**src/shared/dps_cfg.svh**
```systemverilog
// Purpose: timing counts, thresholds and factory values of the supervisor
// Assumes: 25 MHz system clock; currents in 0.1 A, voltages in 0.1 V
// Notes: long counts reach the core as parameters so they can be shortened
`ifndef DPS_CFG_SVH
`define DPS_CFG_SVH

`define DPS_CLK_HZ        25000000
`define DPS_TICK_MS       100
`define DPS_TICK_CYC      ((`DPS_CLK_HZ / 1000) * `DPS_TICK_MS)
`define DPS_BLINK_HZ      2
`define DPS_BLINK_HALF_MS (1000 / (2 * `DPS_BLINK_HZ))
`define DPS_BLINK_CYC     ((`DPS_CLK_HZ / 1000) * `DPS_BLINK_HALF_MS)
`define DPS_LAMP_STEP_MS  200
`define DPS_LAMP_STEP_T   (`DPS_LAMP_STEP_MS / `DPS_TICK_MS)

`define DPS_REARM_S       20
`define DPS_REARM_T       (`DPS_REARM_S * 1000 / `DPS_TICK_MS)
`define DPS_EN_HOLD_S     5
`define DPS_EN_HOLD_T     (`DPS_EN_HOLD_S * 1000 / `DPS_TICK_MS)
`define DPS_EDIT_HOLD_S   3
`define DPS_EDIT_HOLD_T   (`DPS_EDIT_HOLD_S * 1000 / `DPS_TICK_MS)
`define DPS_AUTO_MAX      2'h3

`define DPS_WARN_PCT      90
`define DPS_WARN_CLR      8'h02
`define DPS_DEF_RATING    3'h1
`define DPS_UV_THR_MIN    9'h06e
`define DPS_UV_THR_MAX    9'h122
`define DPS_UV_THR_DEF    9'h06e
`define DPS_UV_DLY_MIN    7'h0a
`define DPS_UV_DLY_MAX    7'h64
`define DPS_UV_DLY_DEF    7'h0a

`endif

```
**src/shared/dps_pkg.sv**
```systemverilog
// Purpose: types shared by the protection supervisor
// Assumes: two channels, four ratings each
// Notes: ratings carry codes 1..4 for 2, 4, 6 and 10 A
package dps_pkg;

    typedef enum logic [1:0] {
        MD_LAMP = 2'h0,
        MD_RUN  = 2'h1,
        MD_EDIT = 2'h3,
        MD_EXIT = 2'h2
    } dps_mode_t;

    typedef struct packed {
        logic [8:0] voltage;
        logic [7:0] current;
    } dps_meas_t;

    typedef struct packed {
        logic       autoRearmEn;
        logic       uvloEn;
        logic [8:0] uvloThr;
        logic [6:0] uvloDelay;
    } dps_chcfg_t;

    typedef struct packed {
        logic       enabled;
        logic       active;
        logic       tripped;
        logic       overTemp;
        logic       failure;
        logic       uvLock;
        logic       warn;
        logic [2:0] rating;
    } dps_chstat_t;

    typedef struct packed {
        logic       en;
        logic [2:0] rating;
        logic       tripped;
        logic [7:0] tripAge;
        logic [1:0] autoCnt;
        logic       autoSusp;
        logic [6:0] uvCnt;
        logic       uvLock;
        logic       warn;
        logic       fail;
        logic [5:0] keyHold;
        logic       keyUsed;
    } dps_chan_t;

    typedef struct packed {
        dps_chan_t [1:0] ch;
        dps_mode_t       mode;
        logic [2:0]      lampIdx;
        logic [1:0]      lampCnt;
        logic [23:0]     tickCnt;
        logic [23:0]     blinkCnt;
        logic            blinkPh;
        logic [5:0]      bothHold;
        logic            bothUsed;
        logic [5:0]      sync1;
        logic [5:0]      sync2;
        logic [5:0]      prev;
        logic [7:0]      led;
        logic [1:0]      chanOn;
        logic            good;
    } dps_state_t;

endpackage : dps_pkg

```
**src/core/dps_supervisor.sv**
```systemverilog
// Purpose: supervisory logic of a two-channel DC output protector
// Assumes: trip, current and voltage inputs come from logic on ref_clk
// Notes: keys, overtemperature, failure and remote input are pins
// Contract
// warn when channel current exceeds ninety percent of its rating
// warning blinks the rating LED at 2 Hz and sets warning status
// warning clears only when current falls below 0.2 A
// automatic rearm re-enables a tripped channel no sooner than 20 s
// three trips after automatic rearms suspend automatic rearm
// undervoltage longer than the lockout delay switches the channel off
// overtemperature disables the output channels
// channels come back on their own when overtemperature clears
// hardware failure disables only the affected channel
// failure blinks that channel's LEDs and sets its failure status
// eight LEDs and two keys, one key per channel
// enabled channel lights its rating LED; disabled channel stays dark; code still blinks a disabled channel that is failed or tripped
// five second key hold toggles channel enable
// both keys held three seconds enter rating edit, LEDs blink
// in edit mode a short press steps the channel rating
// both keys held again leave edit dark until keys released
// tripped channel blinks all its LEDs until rearmed
// key rearm only after 20 s since trip, earlier presses ignored
// after rearm the trip blink stops and rating LED lights
// power-up lamp check lights each LED in turn, then states
// factory defaults: 2 A rating, channels disabled, sane lockout values
// status good drops on inhibit, open, trip, heat, failure, lockout, warn
// lockout threshold 11 to 29 V, delay 1 to 10 s, 0.1 steps
// ratings coded 1 to 4 for 2, 4, 6, 10 A, edit cycles them
// lockout timer restarts when voltage recovers before expiry
// auto rearm count clears after stable run or manual rearm
`timescale 1ns/100ps
`default_nettype none
`include "dps_cfg.svh"

module dps_supervisor #(
    parameter int TICK_CYC  = `DPS_TICK_CYC,
    parameter int BLINK_CYC = `DPS_BLINK_CYC
) (
    input  wire logic                      ref_clk,
    input  wire logic                      rst_n,
    input  wire logic [1:0]                keyIn,
    input  wire logic                      overTempIn,
    input  wire logic [1:0]                hwFailIn,
    input  wire logic                      remoteIn,
    input  wire logic [1:0]                tripIn,
    input  wire dps_pkg::dps_meas_t  [1:0] meas,
    input  wire dps_pkg::dps_chcfg_t [1:0] chCfg,
    input  wire logic                      inputInhibit,
    input  wire logic                      inhibitPolHigh,
    input  wire logic                      ratingEditEn,
    output logic [1:0]                     chanOn,
    output logic [7:0]                     led,
    output dps_pkg::dps_chstat_t [1:0]     chStat,
    output logic                           statusGood
);
    import dps_pkg::*;

    localparam logic [7:0] REARM_T = 8'(`DPS_REARM_T);
    localparam logic [5:0] EN_T    = 6'(`DPS_EN_HOLD_T);
    localparam logic [5:0] EDIT_T  = 6'(`DPS_EDIT_HOLD_T);
    localparam logic [1:0] LAMP_T  = 2'(`DPS_LAMP_STEP_T - 1);

    dps_state_t st_r;
    dps_state_t st_nxt;

    function automatic logic [7:0] warnThr(input logic [2:0] code);
        int tenthA;
        case (code)
            3'h2:    tenthA = 40;
            3'h3:    tenthA = 60;
            3'h4:    tenthA = 100;
            default: tenthA = 20;
        endcase
        return 8'(tenthA * `DPS_WARN_PCT / 100);
    endfunction : warnThr

    function automatic logic [2:0] nextRating(input logic [2:0] code);
        return (code >= 3'h4) ? 3'h1 : 3'(code + 3'h1);
    endfunction : nextRating

    function automatic logic [3:0] ratingLed(input logic [2:0] code);
        return 4'h1 << 2'(code - 3'h1);
    endfunction : ratingLed

    logic       tick;
    logic [1:0] key;
    logic [1:0] keyRise;
    logic [1:0] keyFall;
    logic       overTemp;
    logic       inhibit;
    logic       remRearm;
    logic       both;
    logic       bothFire;

    always_comb begin
        dps_chan_t  ch;
        logic [8:0] thr;
        logic [6:0] dly;
        logic       canRearm;
        logic [3:0] chLed;
        ch       = st_r.ch[0];
        thr      = `DPS_UV_THR_DEF;
        dly      = `DPS_UV_DLY_DEF;
        canRearm = 1'b0;
        chLed    = 4'h0;
        st_nxt   = st_r;
        st_nxt.sync1 = {remoteIn, hwFailIn, overTempIn, keyIn};
        st_nxt.sync2 = st_r.sync1;
        st_nxt.prev  = st_r.sync2;
        key      = st_r.sync2[1:0];
        keyRise  = key & ~st_r.prev[1:0];
        keyFall  = ~key & st_r.prev[1:0];
        overTemp = st_r.sync2[2];
        inhibit  = inputInhibit && (st_r.sync2[5] == inhibitPolHigh);
        remRearm = !inputInhibit && (st_r.sync2[5] != st_r.prev[5]);
        both     = &key;

        tick = (st_r.tickCnt == 24'(TICK_CYC - 1));
        st_nxt.tickCnt = tick ? 24'h0 : st_r.tickCnt + 24'h1;
        if (st_r.blinkCnt == 24'(BLINK_CYC - 1)) begin
            st_nxt.blinkCnt = 24'h0;
            st_nxt.blinkPh  = ~st_r.blinkPh;
        end else begin
            st_nxt.blinkCnt = st_r.blinkCnt + 24'h1;
        end

        // both-key hold timer
        bothFire = both && !st_r.bothUsed && (st_r.bothHold >= EDIT_T);
        if (!both) begin
            st_nxt.bothHold = 6'h0;
            st_nxt.bothUsed = 1'b0;
        end else if (bothFire) begin
            st_nxt.bothUsed = 1'b1;
        end else if (tick && !st_r.bothUsed) begin
            st_nxt.bothHold = st_r.bothHold + 6'h1;
        end

        case (st_r.mode)
            MD_LAMP: begin
                if (tick) begin
                    st_nxt.lampCnt = st_r.lampCnt + 2'h1;
                    if (st_r.lampCnt == LAMP_T) begin
                        st_nxt.lampCnt = 2'h0;
                        st_nxt.lampIdx = st_r.lampIdx + 3'h1;
                        if (st_r.lampIdx == 3'h7) begin
                            st_nxt.mode = MD_RUN;
                        end
                    end
                end
            end
            MD_RUN: begin
                if (bothFire && ratingEditEn) begin
                    st_nxt.mode = MD_EDIT;
                end
            end
            MD_EDIT: begin
                if (bothFire) begin
                    st_nxt.mode = MD_EXIT;
                end
            end
            MD_EXIT: begin
                if (key == 2'h0) begin
                    st_nxt.mode = MD_RUN;
                end
            end
            default: st_nxt.mode = MD_RUN;
        endcase

        for (int c = 0; c < 2; c++) begin
            ch = st_r.ch[c];
            if (tick && ch.tripAge < REARM_T) begin
                ch.tripAge = ch.tripAge + 8'h1;
            end
            if (!ch.tripped && st_r.ch[c].tripAge >= REARM_T) begin
                ch.autoCnt = 2'h0;
            end
            if (st_r.sync2[3 + c]) begin
                ch.fail = 1'b1;
            end
            if (meas[c].current > warnThr(st_r.ch[c].rating)) begin
                ch.warn = 1'b1;
            end else if (meas[c].current < `DPS_WARN_CLR) begin
                ch.warn = 1'b0;
            end

            // lockout settings outside range fall back to defaults
            if (chCfg[c].uvloThr >= `DPS_UV_THR_MIN && chCfg[c].uvloThr <= `DPS_UV_THR_MAX) begin
                thr = chCfg[c].uvloThr;
            end else begin
                thr = `DPS_UV_THR_DEF;
            end
            if (chCfg[c].uvloDelay >= `DPS_UV_DLY_MIN
                && chCfg[c].uvloDelay <= `DPS_UV_DLY_MAX) begin
                dly = chCfg[c].uvloDelay;
            end else begin
                dly = `DPS_UV_DLY_DEF;
            end
            if (!chCfg[c].uvloEn || meas[c].voltage >= thr) begin
                ch.uvCnt  = 7'h0;
                ch.uvLock = 1'b0;
            end else begin
                if (tick && ch.uvCnt != 7'h7f) begin
                    ch.uvCnt = ch.uvCnt + 7'h1;
                end
                if (st_r.ch[c].uvCnt > dly) begin
                    ch.uvLock = 1'b1;
                end
            end

            // single-key hold and short press
            if (!key[c]) begin
                ch.keyHold = 6'h0;
                ch.keyUsed = 1'b0;
            end else if (both) begin
                ch.keyUsed = 1'b1;
                ch.keyHold = 6'h0;
            end else if (st_r.mode == MD_RUN && !st_r.ch[c].keyUsed
                         && st_r.ch[c].keyHold >= EN_T) begin
                ch.en      = ~st_r.ch[c].en;
                ch.keyUsed = 1'b1;
            end else if (tick && !st_r.ch[c].keyUsed) begin
                ch.keyHold = st_r.ch[c].keyHold + 6'h1;
            end
            if (st_r.mode == MD_EDIT && keyFall[c] && !st_r.ch[c].keyUsed) begin
                ch.rating = nextRating(st_r.ch[c].rating);
            end

            // rearm and trip
            canRearm = st_r.ch[c].tripped && st_r.ch[c].tripAge >= REARM_T;
            if (canRearm && st_r.mode == MD_RUN && (keyRise[c] || remRearm)) begin
                ch.tripped  = 1'b0;
                ch.tripAge  = 8'h0;
                ch.autoCnt  = 2'h0;
                ch.autoSusp = 1'b0;
            end else if (canRearm && chCfg[c].autoRearmEn && !st_r.ch[c].autoSusp) begin
                ch.tripped = 1'b0;
                ch.tripAge = 8'h0;
                if (st_r.ch[c].autoCnt != `DPS_AUTO_MAX) begin
                    ch.autoCnt = st_r.ch[c].autoCnt + 2'h1;
                end
            end
            if (tripIn[c] && st_r.chanOn[c]) begin
                ch.tripped = 1'b1;
                ch.tripAge = 8'h0;
                if (st_r.ch[c].autoCnt == `DPS_AUTO_MAX) begin
                    ch.autoSusp = 1'b1;
                end
            end
            st_nxt.ch[c] = ch;
            st_nxt.chanOn[c] = ch.en && !ch.tripped && !overTemp
                               && !ch.fail && !ch.uvLock && !inhibit;

            // per-channel LED group
            if (ch.fail || ch.tripped) begin
                chLed = st_r.blinkPh ? 4'hf : 4'h0;
            end else if (!ch.en) begin
                chLed = 4'h0;
            end else if (ch.warn) begin
                chLed = st_r.blinkPh ? ratingLed(ch.rating) : 4'h0;
            end else begin
                chLed = ratingLed(ch.rating);
            end
            case (st_r.mode)
                MD_LAMP: st_nxt.led[4*c +: 4] = 4'h0;
                MD_EDIT: st_nxt.led[4*c +: 4] = st_r.blinkPh ? ratingLed(ch.rating) : 4'h0;
                MD_EXIT: st_nxt.led[4*c +: 4] = 4'h0;
                default: st_nxt.led[4*c +: 4] = chLed;
            endcase
        end
        if (st_r.mode == MD_LAMP) begin
            st_nxt.led = 8'h01 << st_r.lampIdx;
        end

        st_nxt.good = !(inhibit || !(st_nxt.ch[0].en && st_nxt.ch[1].en)
                        || st_nxt.ch[0].tripped || st_nxt.ch[1].tripped || overTemp
                        || st_nxt.ch[0].fail || st_nxt.ch[1].fail
                        || st_nxt.ch[0].uvLock || st_nxt.ch[1].uvLock
                        || st_nxt.ch[0].warn || st_nxt.ch[1].warn);
    end

    always_ff @(posedge ref_clk or negedge rst_n) begin
        if (!rst_n) begin
            st_r <= '0;
            st_r.ch[0].rating <= `DPS_DEF_RATING;
            st_r.ch[1].rating <= `DPS_DEF_RATING;
        end else begin
            st_r <= st_nxt;
        end
    end

    assign chanOn     = st_r.chanOn;
    assign led        = st_r.led;
    assign statusGood = st_r.good;

    always_comb begin
        for (int c = 0; c < 2; c++) begin
            chStat[c].enabled  = st_r.ch[c].en;
            chStat[c].active   = st_r.chanOn[c];
            chStat[c].tripped  = st_r.ch[c].tripped;
            chStat[c].overTemp = st_r.sync2[2];
            chStat[c].failure  = st_r.ch[c].fail;
            chStat[c].uvLock   = st_r.ch[c].uvLock;
            chStat[c].warn     = st_r.ch[c].warn;
            chStat[c].rating   = st_r.ch[c].rating;
        end
    end
endmodule : dps_supervisor
`default_nettype wire

```
**config.mk**
```make
export PLATFORM = sky130hd
export DESIGN_NAME = dps_supervisor
export DESIGN_NICKNAME = d
export VERILOG_FILES = /design/src/shared/dps_pkg.sv /design/src/core/dps_supervisor.sv
export VERILOG_INCLUDE_DIRS = /design/src /design/src/shared
export SDC_FILE = /design/constraint.sdc
export NUM_CORES = 1
export LEC_CHECK = 0
export ABC_AREA = 1
export BUFFER_PORTS_ARGS = -buffer_cell sky130_fd_sc_hd__buf_4
export CELL_PAD_IN_SITES_DETAIL_PLACEMENT = 1
export CELL_PAD_IN_SITES_GLOBAL_PLACEMENT = 1
export CORE_ASPECT_RATIO = 0.7
export CORE_UTILIZATION = 40
export DETAILED_ROUTE_END_ITERATION = 10
export GPL_ROUTABILITY_DRIVEN = 0
export GPL_TIMING_DRIVEN = 0
export MAX_ROUTING_LAYER = met4
export PLACE_DENSITY_LB_ADDON = 0.1
export SLEW_MARGIN = 20
export SYNTH_ARGS = -nofsm -noshare
export SYNTH_HDL_FRONTEND = slang
export SYNTH_SLANG_ARGS = --single-unit
```
**constraint.sdc**
```tcl
create_clock -name ref_clk -period 4.2 [get_ports ref_clk]
set_input_delay 0.63 -clock ref_clk [delete_from_list [all_inputs] [get_ports ref_clk]]
set_output_delay 0.63 -clock ref_clk [all_outputs]
set_load 0.005 [all_outputs]
```
======== After elaboration in Yosys (flattened, before gate mapping) ========
Cells that the tools add are included.
operators by class
  div/mod/pow operators ................... 2
  muxes and demuxes ....................... 81
  reduce and logical (&&, ||, !) cells .... 98
  add/sub/neg operators ................... 17
  $lt $le $gt $ge ......................... 25
  shift-type cells ........................ 3
  multipliers ............................. 2
  eq/ne operators ......................... 36
  bitwise operators ....................... 7
operators by type and width
  operator                                                                              count
  7-bit two-way mux                                                                     11
  32-bit by 8-bit divider with 32-bit output (second input constant)                    2
  32-bit by 7-bit multiplier with 31-bit output (second input constant)                 2
  1-bit logical AND                                                                     49
  24-bit by 1-bit adder with 24-bit output (second input constant)                      2
  24-bit two-way mux                                                                    2
  11-bit two-way mux                                                                    4
  7-bit case mux with 3 select lines                                                    2
  8-bit two-way mux                                                                     5
  4-bit two-way mux                                                                     9
  6-bit two-way mux                                                                     6
  9-bit two-way mux                                                                     4
  24-bit by 22-bit == test with 1-bit output (second input constant)                    1
  24-bit by 23-bit == test with 1-bit output (second input constant)                    1
  1-bit two-way mux                                                                     23
  1-bit zero test                                                                       20
  6-bit by 1-bit adder with 6-bit output (second input constant)                        3
  9-bit by 7-bit greater-or-equal comparator with 1-bit output (second input constant)  2
  9-bit greater-or-equal comparator                                                     2
  9-bit <= comparator (second input constant)                                           2
  2-bit inequality test (second input constant)                                         9
  8-bit by 1-bit adder with 8-bit output (second input constant)                        2
  8-bit greater-or-equal comparator (second input constant)                             2
  8-bit greater-than comparator                                                         2
  38 further kinds                                                                      104
word-level totals
  bits in latches ......................... 0
  bits in writable memories ............... 0
  memories kept ........................... 0
  output and inout bits ................... 31
  flip-flop bits (word level) ............. 158
  bits in read-only memories .............. 0

======== Depth between registers and ports, before layout ========
Gate-level depths: netlist of run 1.
  depth after elaboration ................. 19
  gate-level depth with buffers ........... 44
  mapped depth without buffers ............ 44

======== Worst setup path after synthesis of run 1 ========
Ideal clock, no wire load.
  path type ............................... reg-to-reg
  from .................................... register st_r (netlist bit chStat[0])
  to ...................................... register st_r (netlist bit led[1])
  stages on the path, launching flop included .. 36
  library setup time ...................... 0.118 ns
  data arrival time ....................... 4.394 ns
  slack ................................... -0.312 ns
  path through ............................ dfstp_2 -> ha_1 -> ha_1 -> buf_2 -> nand2_1 -> nand2_1 -> inv_1 -> ha_1 -> ha_1 -> fa_1 -> xor2_1 -> or2_0 -> nand3_1 -> nand2_1 -> nand3b_1 -> nand2_2 -> o21ai_0 -> nand2_1 -> nand3b_1 -> nand3_1 -> nand2_1 -> ha_1 -> inv_1 -> a21oi_1 -> o21ai_0 -> a21oi_1 -> o21ai_0 -> o31ai_1 -> nand2_1 -> nand2_1 -> nand3b_1 -> nand2_1 -> nand2_1 -> o21ai_0 -> nand2_1 -> nand2_1
RTL lines
  what                    line                   text
  start, declared         dps_supervisor.sv:63   dps_state_t st_r;
  start signal, assigned  dps_supervisor.sv:287  st_r <= st_nxt;

==> results of run 1 <==
cell families (layout without fill, tap and decap cells):
family / Yosys count / in the layout / synth area share
simple gates: 646 / 646 / 0.272
buf+inv: 284 / 488 / 0.111
compound gates: 203 / 203 / 0.108
flops: 155 / 155 / 0.363
fa+ha+maj: 104 / 104 / 0.123
xor+xnor: 29 / 29 / 0.0237
sequential cells by signal, summed over array words and instances, names as in the netlist:
signal,flops
chStat,17
chanOn,2
key,2
led,8
st_nxt,9
st_r,116
statusGood,1
routing by layer:
layer,vias to the layer above,GRT usage
li1,5015,-
met1,4923,0.345
met3,25,0.0416
met2,169,0.359
met5,-,-
met4,0,0.0477
path summary, 6_finish.rpt:
kind,start,to
setup reg to reg,chStat[10]$_DFF_PN1_,led[7]$_DFF_PN0_
min in group ref_clk,overTempIn,st_nxt[19]$_DFF_PN0_
hold / removal,rst_n,st_nxt[22]$_DFF_PN0_
setup / recovery,chStat[10]$_DFF_PN1_,led[7]$_DFF_PN0_
hold reg to reg,st_nxt[20]$_DFF_PN0_,st_nxt[14]$_DFF_PN0_
max in group asynchronous,rst_n,st_r[143]$_DFF_PN0_
area by class of cell:
| cell class | instances | share of cell area |
|---|---|---|
| multi-input combinational | 982 | 0.452 |
| sequential | 155 | 0.285 |
| buffer | 38 | 0.0198 |
| timing repair buffer | 174 | 0.0993 |
| clock inverter | 11 | 0.00890 |
| inverter | 245 | 0.0697 |
| tap | 357 | 0.0328 |
| clock buffer | 20 | 0.0320 |
power breakdown:
group / switching [mW] / internal [mW]
Sequential: 0.0119 / 1.51
Clock: 0.640 / 0.868
Combinational: 0.138 / 0.108
Total: 0.791 / 2.48
placed cells by master (no fill, tap or decap), drive strengths merged, types with 6 or more instances in the layout:
cell / netlist / layout
nand2: 280 / 280
inv: 243 / 242
buf: 33 / 206
dfrtp: 153 / 153
nor2: 141 / 141
ha: 102 / 102
nand3: 87 / 87
a21oi: 79 / 79
o21ai: 73 / 73
nor3: 56 / 56
nand4: 36 / 36
clkbuf: 6 / 26
xor2: 23 / 23
nor4: 16 / 16
nand3b: 8 / 8
o21a: 8 / 8
or2: 8 / 8
o31ai: 7 / 7
clkinvlp: 0 / 7
xnor2: 6 / 6
timing repair:
action | CTS | global route
setup buffers | 45 | 15
hold endpoints to repair | 0 | 0
endpoints found under the setup margin | 11 | 11
pin swaps | 51 | 28
resized for setup | 76 | 47
through the flow:
stage | hold WS (ps) | setup slack (ps)
CTS | 212 | -488
global route | 220 | -1060
detailed placement | 340 | -961
global placement | 335 | -786
finish | 151 | -817
floorplan | 331 | -116
==> flow_summary.json, run 1 <==
{
  "drc": 0,
  "clockBufferDepth": 2,
  "powerDensity_mw_per_mm2": 240,
  "cts_max_level": 4,
  "root_buffer": "clkbuf_16",
  "stdcell_count": 1982,
  "worstSetupEndpointType": "flop",
  "reg2reg_depth": 39,
  "synth.most_common_cell": "nand2_1",
  "setup_viol": 11,
  "p_leak_nw": 6.86,
  "grt_usage": 0.242,
  "synth_cell_types": 52,
  "syn_nets": 1608,
  "path_clk_slew_ps": 60,
  "cp.arrival_ps": 5360,
  "synthArstFlopShare": 1.00,
  "max_slew.worst_pin.slew_ps": 891,
  "ys_seq_area_frac": 0.363,
  "path_common_cell": "nand2_2",
  "failed_checks": "negative setup slack",
  "worstPathRequired_ps": 4540,
  "design.core.area_mm2": 0.0260,
  "rsz0062_at_grt": "true",
  "die-width_um": 198,
  "ios": 114,
  "final.fill_count": 3225,
  "synthTopCellsByCount": "268 x nand2_1, 236 x inv_1, 153 x dfrtp_1",
  "dieArea_mm2": 0.0274,
  "fp-row-count": 49,
  "numCtsBuffers": 17,
  "ff2ff_setup_slack_ps": -820,
  "path_max_fanout": 6,
  "route.met3.wl_mm": 1.26,
  "drt-initial-drc-count": 460,
  "critical_path_class": "reg -> reg",
  "syn_area_mm2": 0.0107,
  "dr.max_layer_used": "met4",
  "n_antenna_cell": 0,
  "max_stage_delay_ps": 600,
  "drive_gt1_frac": 0.224,
  "synth-edff-count": 0,
  "cap_violations": 0,
  "syn_inst": 1421,
  "finalHoldViolCount": 0,
  "routed_wl_mm": 32.1,
  "status": "complete, but fails checks",
  "slowest_stage": "dfstp_2",
  "finalCriticalPeriod_ps": 5020,
  "cpLargestDelayFamily": "simple AND/OR/NAND/NOR gates",
  "timing.final.ws_setup_ps": -817,
  "clock-sinks": 155,
  "insertion_delay_ps": 440,
  "path_depth": 39,
  "multiInputGateArea_mm2": 0.00617,
  "ctsHoldBuffers": 0,
  "vias_per_cell": 5.11,
  "final_cell_area_mm2": 0.0136,
  "placed_cell_area_mm2": 0.0121,
  "wl_met1_mm": 16.2,
  "dieHeight_um": 139,
  "fin_nets": 1800,
  "cts_tree": "yes",
  "synth_top_area_share": 0.358,
  "start_util": 0.412,
  "wl_per_cell_um": 16.2,
  "dr.pass1.iters": 5,
  "critPathLaunchType": "flop",
  "fin_util": 0.524,
  "grt_pass1_wl_mm": 51.7,
  "postRouteAntennaNets": 0,
  "grt_pass1_vias": 10200,
  "ir_drop_mv": 0.260,
  "dr_total_vias": 10100,
  "grt_overflow_total": 0,
  "power_mw": 3.27,
  "ys_ff_latch": 155,
  "wl_met2_mm": 14.4,
  "clock_skew_ps": 13.3,
  "dp_hpwl_mm": 23.1,
  "buffer_ports.inserted": 113,
  "fmax_mhz": 199,
  "slew_violations": 0,
  "area_growth_pct": 27.3,
  "setup_tns_ps": -6690,
  "fin_crit_sh": 1.19,
  "place_inst": 1892,
  "seq_area_mm2": 0.00388,
  "path_buf_inv": 7,
  "syn-mean-instance-area_um2": 7.53,
  "grt_max_degree": 84,
  "antenna_found_initial": 0,
  "slew_headroom": 0.400,
  "synthTopCellsByArea": "dfrtp_1 36%, ha_1 12%, nand2_1 9.4%, inv_1 8.3%, nor2_1 4.9%",
  "yosys_warnings": 0,
  "ys.flop_type": "dfrtp_1",
  "synth_top_area_cell": "dfrtp_1",
  "min_path_type": "in -> async"
}
Note: power is estimated with default switching activity, not from simulation.
==> run 2: changes to the inputs <==
Settings changed: REMOVE_ABC_BUFFERS set to 1.
==> run 2 against run 1 <==
The run still ends with negative setup slack left. Clock power barely moved. Largest power group is now the clock network. Final area fell by 1.7%. Highest routed layer unchanged. Clock-buffer cell count rose by 1. Via count fell by 1.4%. Routed wire length fell by 0.93%. Hold slack improved by 18 ps. Largest cell class unchanged. Sequential cell count did not move. Sequential share of layout area rose by 0.49 points. Final cell count fell by 1.7%.
==> flow_summary.json, run 2 (same netlist as run 1, synthesis figures left out) <==
{
  "status": "complete, but fails checks",
  "failed_checks": "negative setup slack",
  "max_stage_delay_ps": 600,
  "dr.pass1.iters": 4,
  "most-common-layout-cells": "243 x nand2_1, 222 x inv_1, 173 x buf_4",
  "cp.arrival_ps": 5250,
  "fmax_mhz": 205,
  "finalHoldViolCount": 0,
  "max_slew.worst_pin.slew_ps": 910,
  "postRouteAntennaNets": 0,
  "powerDensity_mw_per_mm2": 245,
  "cts_tree": "yes",
  "min_path_type": "in -> async",
  "place_ws_ps": -1310,
  "grt_max_degree": 83,
  "die-width_um": 198,
  "drt-initial-drc-count": 426,
  "fp-row-count": 49,
  "path_clk_slew_ps": 60,
  "rsz0062_at_grt": "true",
  "largest_reg_flops": 116,
  "ctsHoldBuffers": 0,
  "grt_overflow_total": 0,
  "dr_total_vias": 9987,
  "design.core.area_mm2": 0.0260,
  "clock-sinks": 155,
  "timing.final.ws_setup_ps": -688,
  "drc": 0,
  "top_register": "st_r",
  "antenna_found_initial": 0,
  "fin_nets": 1766,
  "final_common_cell": "nand2_1",
  "slew_violations": 0,
  "final_cell_area_mm2": 0.0134,
  "ir_drop_mv": 0.265,
  "cts_max_level": 4,
  "vias_per_cell": 5.12,
  "grt_pass1_vias": 10200,
  "path_common_cell": "nand2_1",
  "power_mw": 3.29,
  "worstPathRequired_ps": 4560,
  "p_leak_nw": 6.67,
  "wl_per_cell_um": 16.3,
  "numCtsBuffers": 17,
  "slowest_stage": "dfstp_2",
  "cap_violations": 0,
  "n_antenna_cell": 0,
  "root_buffer": "clkbuf_16",
  "critical_path_class": "reg -> reg",
  "routed_wl_mm": 31.8,
  "final.fill_count": 3238,
  "clock_skew_ps": 8.30,
  "dieHeight_um": 139,
  "clockBufferDepth": 2,
  "finalCriticalPeriod_ps": 4890,
  "drive_gt1_frac": 0.212,
  "setup_viol": 11,
  "grt_usage": 0.236,
  "worstSetupEndpointType": "flop",
  "path_max_fanout": 6,
  "slew_headroom": 0.387,
  "grt_pass1_wl_mm": 50.6,
  "fin_crit_sh": 1.16,
  "area_growth_pct": 25.2,
  "placed_cell_area_mm2": 0.0118,
  "start_util": 0.412,
  "insertion_delay_ps": 430,
  "buffer_ports.inserted": 113,
  "dieArea_mm2": 0.0274,
  "critPathLaunchType": "flop",
  "ios": 114,
  "dp_hpwl_mm": 22.5
}
-- run 2: cell types whose count changed in the layout (fill, tap and decap cells not counted), moves of 2 or more --
cell,change
nand3_2,+4
nor2_4,-2
nand2_1,+3
nand3_1,-4
inv_2,+4
nor3_2,+2
nand2_2,-4
nor2_2,+2
clkbuf_1,-6
ha_2,-2
o21ai_1,-2
buf_4,-26
inv_4,-3
-- run 2: area by class of cell --
cell class / count / area [µm²] / share of cell area
clock buffers: 21 / 450 / 0.0336
repair buffers: 178 / 1380 / 0.103
well taps: 357 / 447 / 0.0333
inverters: 245 / 938 / 0.0700
multi-input cells: 982 / 6180 / 0.462
clock inverters: 11 / 121 / 0.00906
flip-flops and latches: 155 / 3880 / 0.290
-- run 2: timing repair --
| item | 4_1_cts | 5_1_grt |
|---|---|---|
| setup buffers | 39 | 25 |
| endpoints found under the setup margin | 11 | 12 |
| gates resized for setup | 87 | 66 |
| pin swaps | 36 | 46 |
-- run 2: path summary, 6_finish.rpt --
path	startpoint	to	slack (ps)	cells past startpoint
max	chStat[10]$_DFF_PN1_	led[4]$_DFF_PN0_	-690	37
min	rst_n	st_r[72]$_DFF_PN0_	170	1
max reg2reg	chStat[10]$_DFF_PN1_	led[4]$_DFF_PN0_	-690	37
min reg2reg	st_nxt[18]$_DFF_PN0_	key[1]$_DFF_PN0_	350	0
max in group asynchronous	rst_n	chStat[10]$_DFF_PN1_	3160	2
min in group ref_clk	hwFailIn[0]	st_nxt[20]$_DFF_PN0_	300	1
-- run 2: routing by layer --
| layer | vias up | global-route usage | part of all wire |
|---|---|---|---|
| li1 | 4934 | - | - |
| met3 | 21 | 0.0360 | 0.028 |
| met4 | 0 | 0.0420 | 0.0089 |
| met5 | - | - | 0 |
| met1 | 4905 | 0.328 | 0.51 |
| met2 | 127 | 0.366 | 0.46 |
-- run 2: power breakdown --
group          total (mW)  leakage (nW)  internal [mW]  switching [mW]
logic               0.243          4.40          0.105           0.138
registers            1.52          2.01           1.51          0.0110
clock network        1.53         0.265          0.888           0.639
total                3.29          6.67           2.50           0.788
-- run 2: worst max-delay path: cells and delay by family (launching register included) --
kind / cells / cell delay [ps]
XOR/XNOR: 1 / 80
adder cells (fa/ha/maj): 5 / 1130
AO/OA/AOI/OAI: 3 / 420
buffers and inverters: 6 / 480
AND/OR/NAND/NOR: 22 / 2100
flip-flops: 1 / 600
-- run 2: stage by stage --
step | util | instances | hold slack, ps | setup TNS (ps)
CTS | 0.498 | 1925 | 201 | -5560
detailed placement | 0.453 | 1854 | 336 | -12190
global route | 0.515 | 1949 | 202 | -9600
floorplan | - | 1382 | 331 | -2450
global placement | 0.451 | 1852 | 332 | -10780
finish | 0.515 | 1949 | 169 | -6150
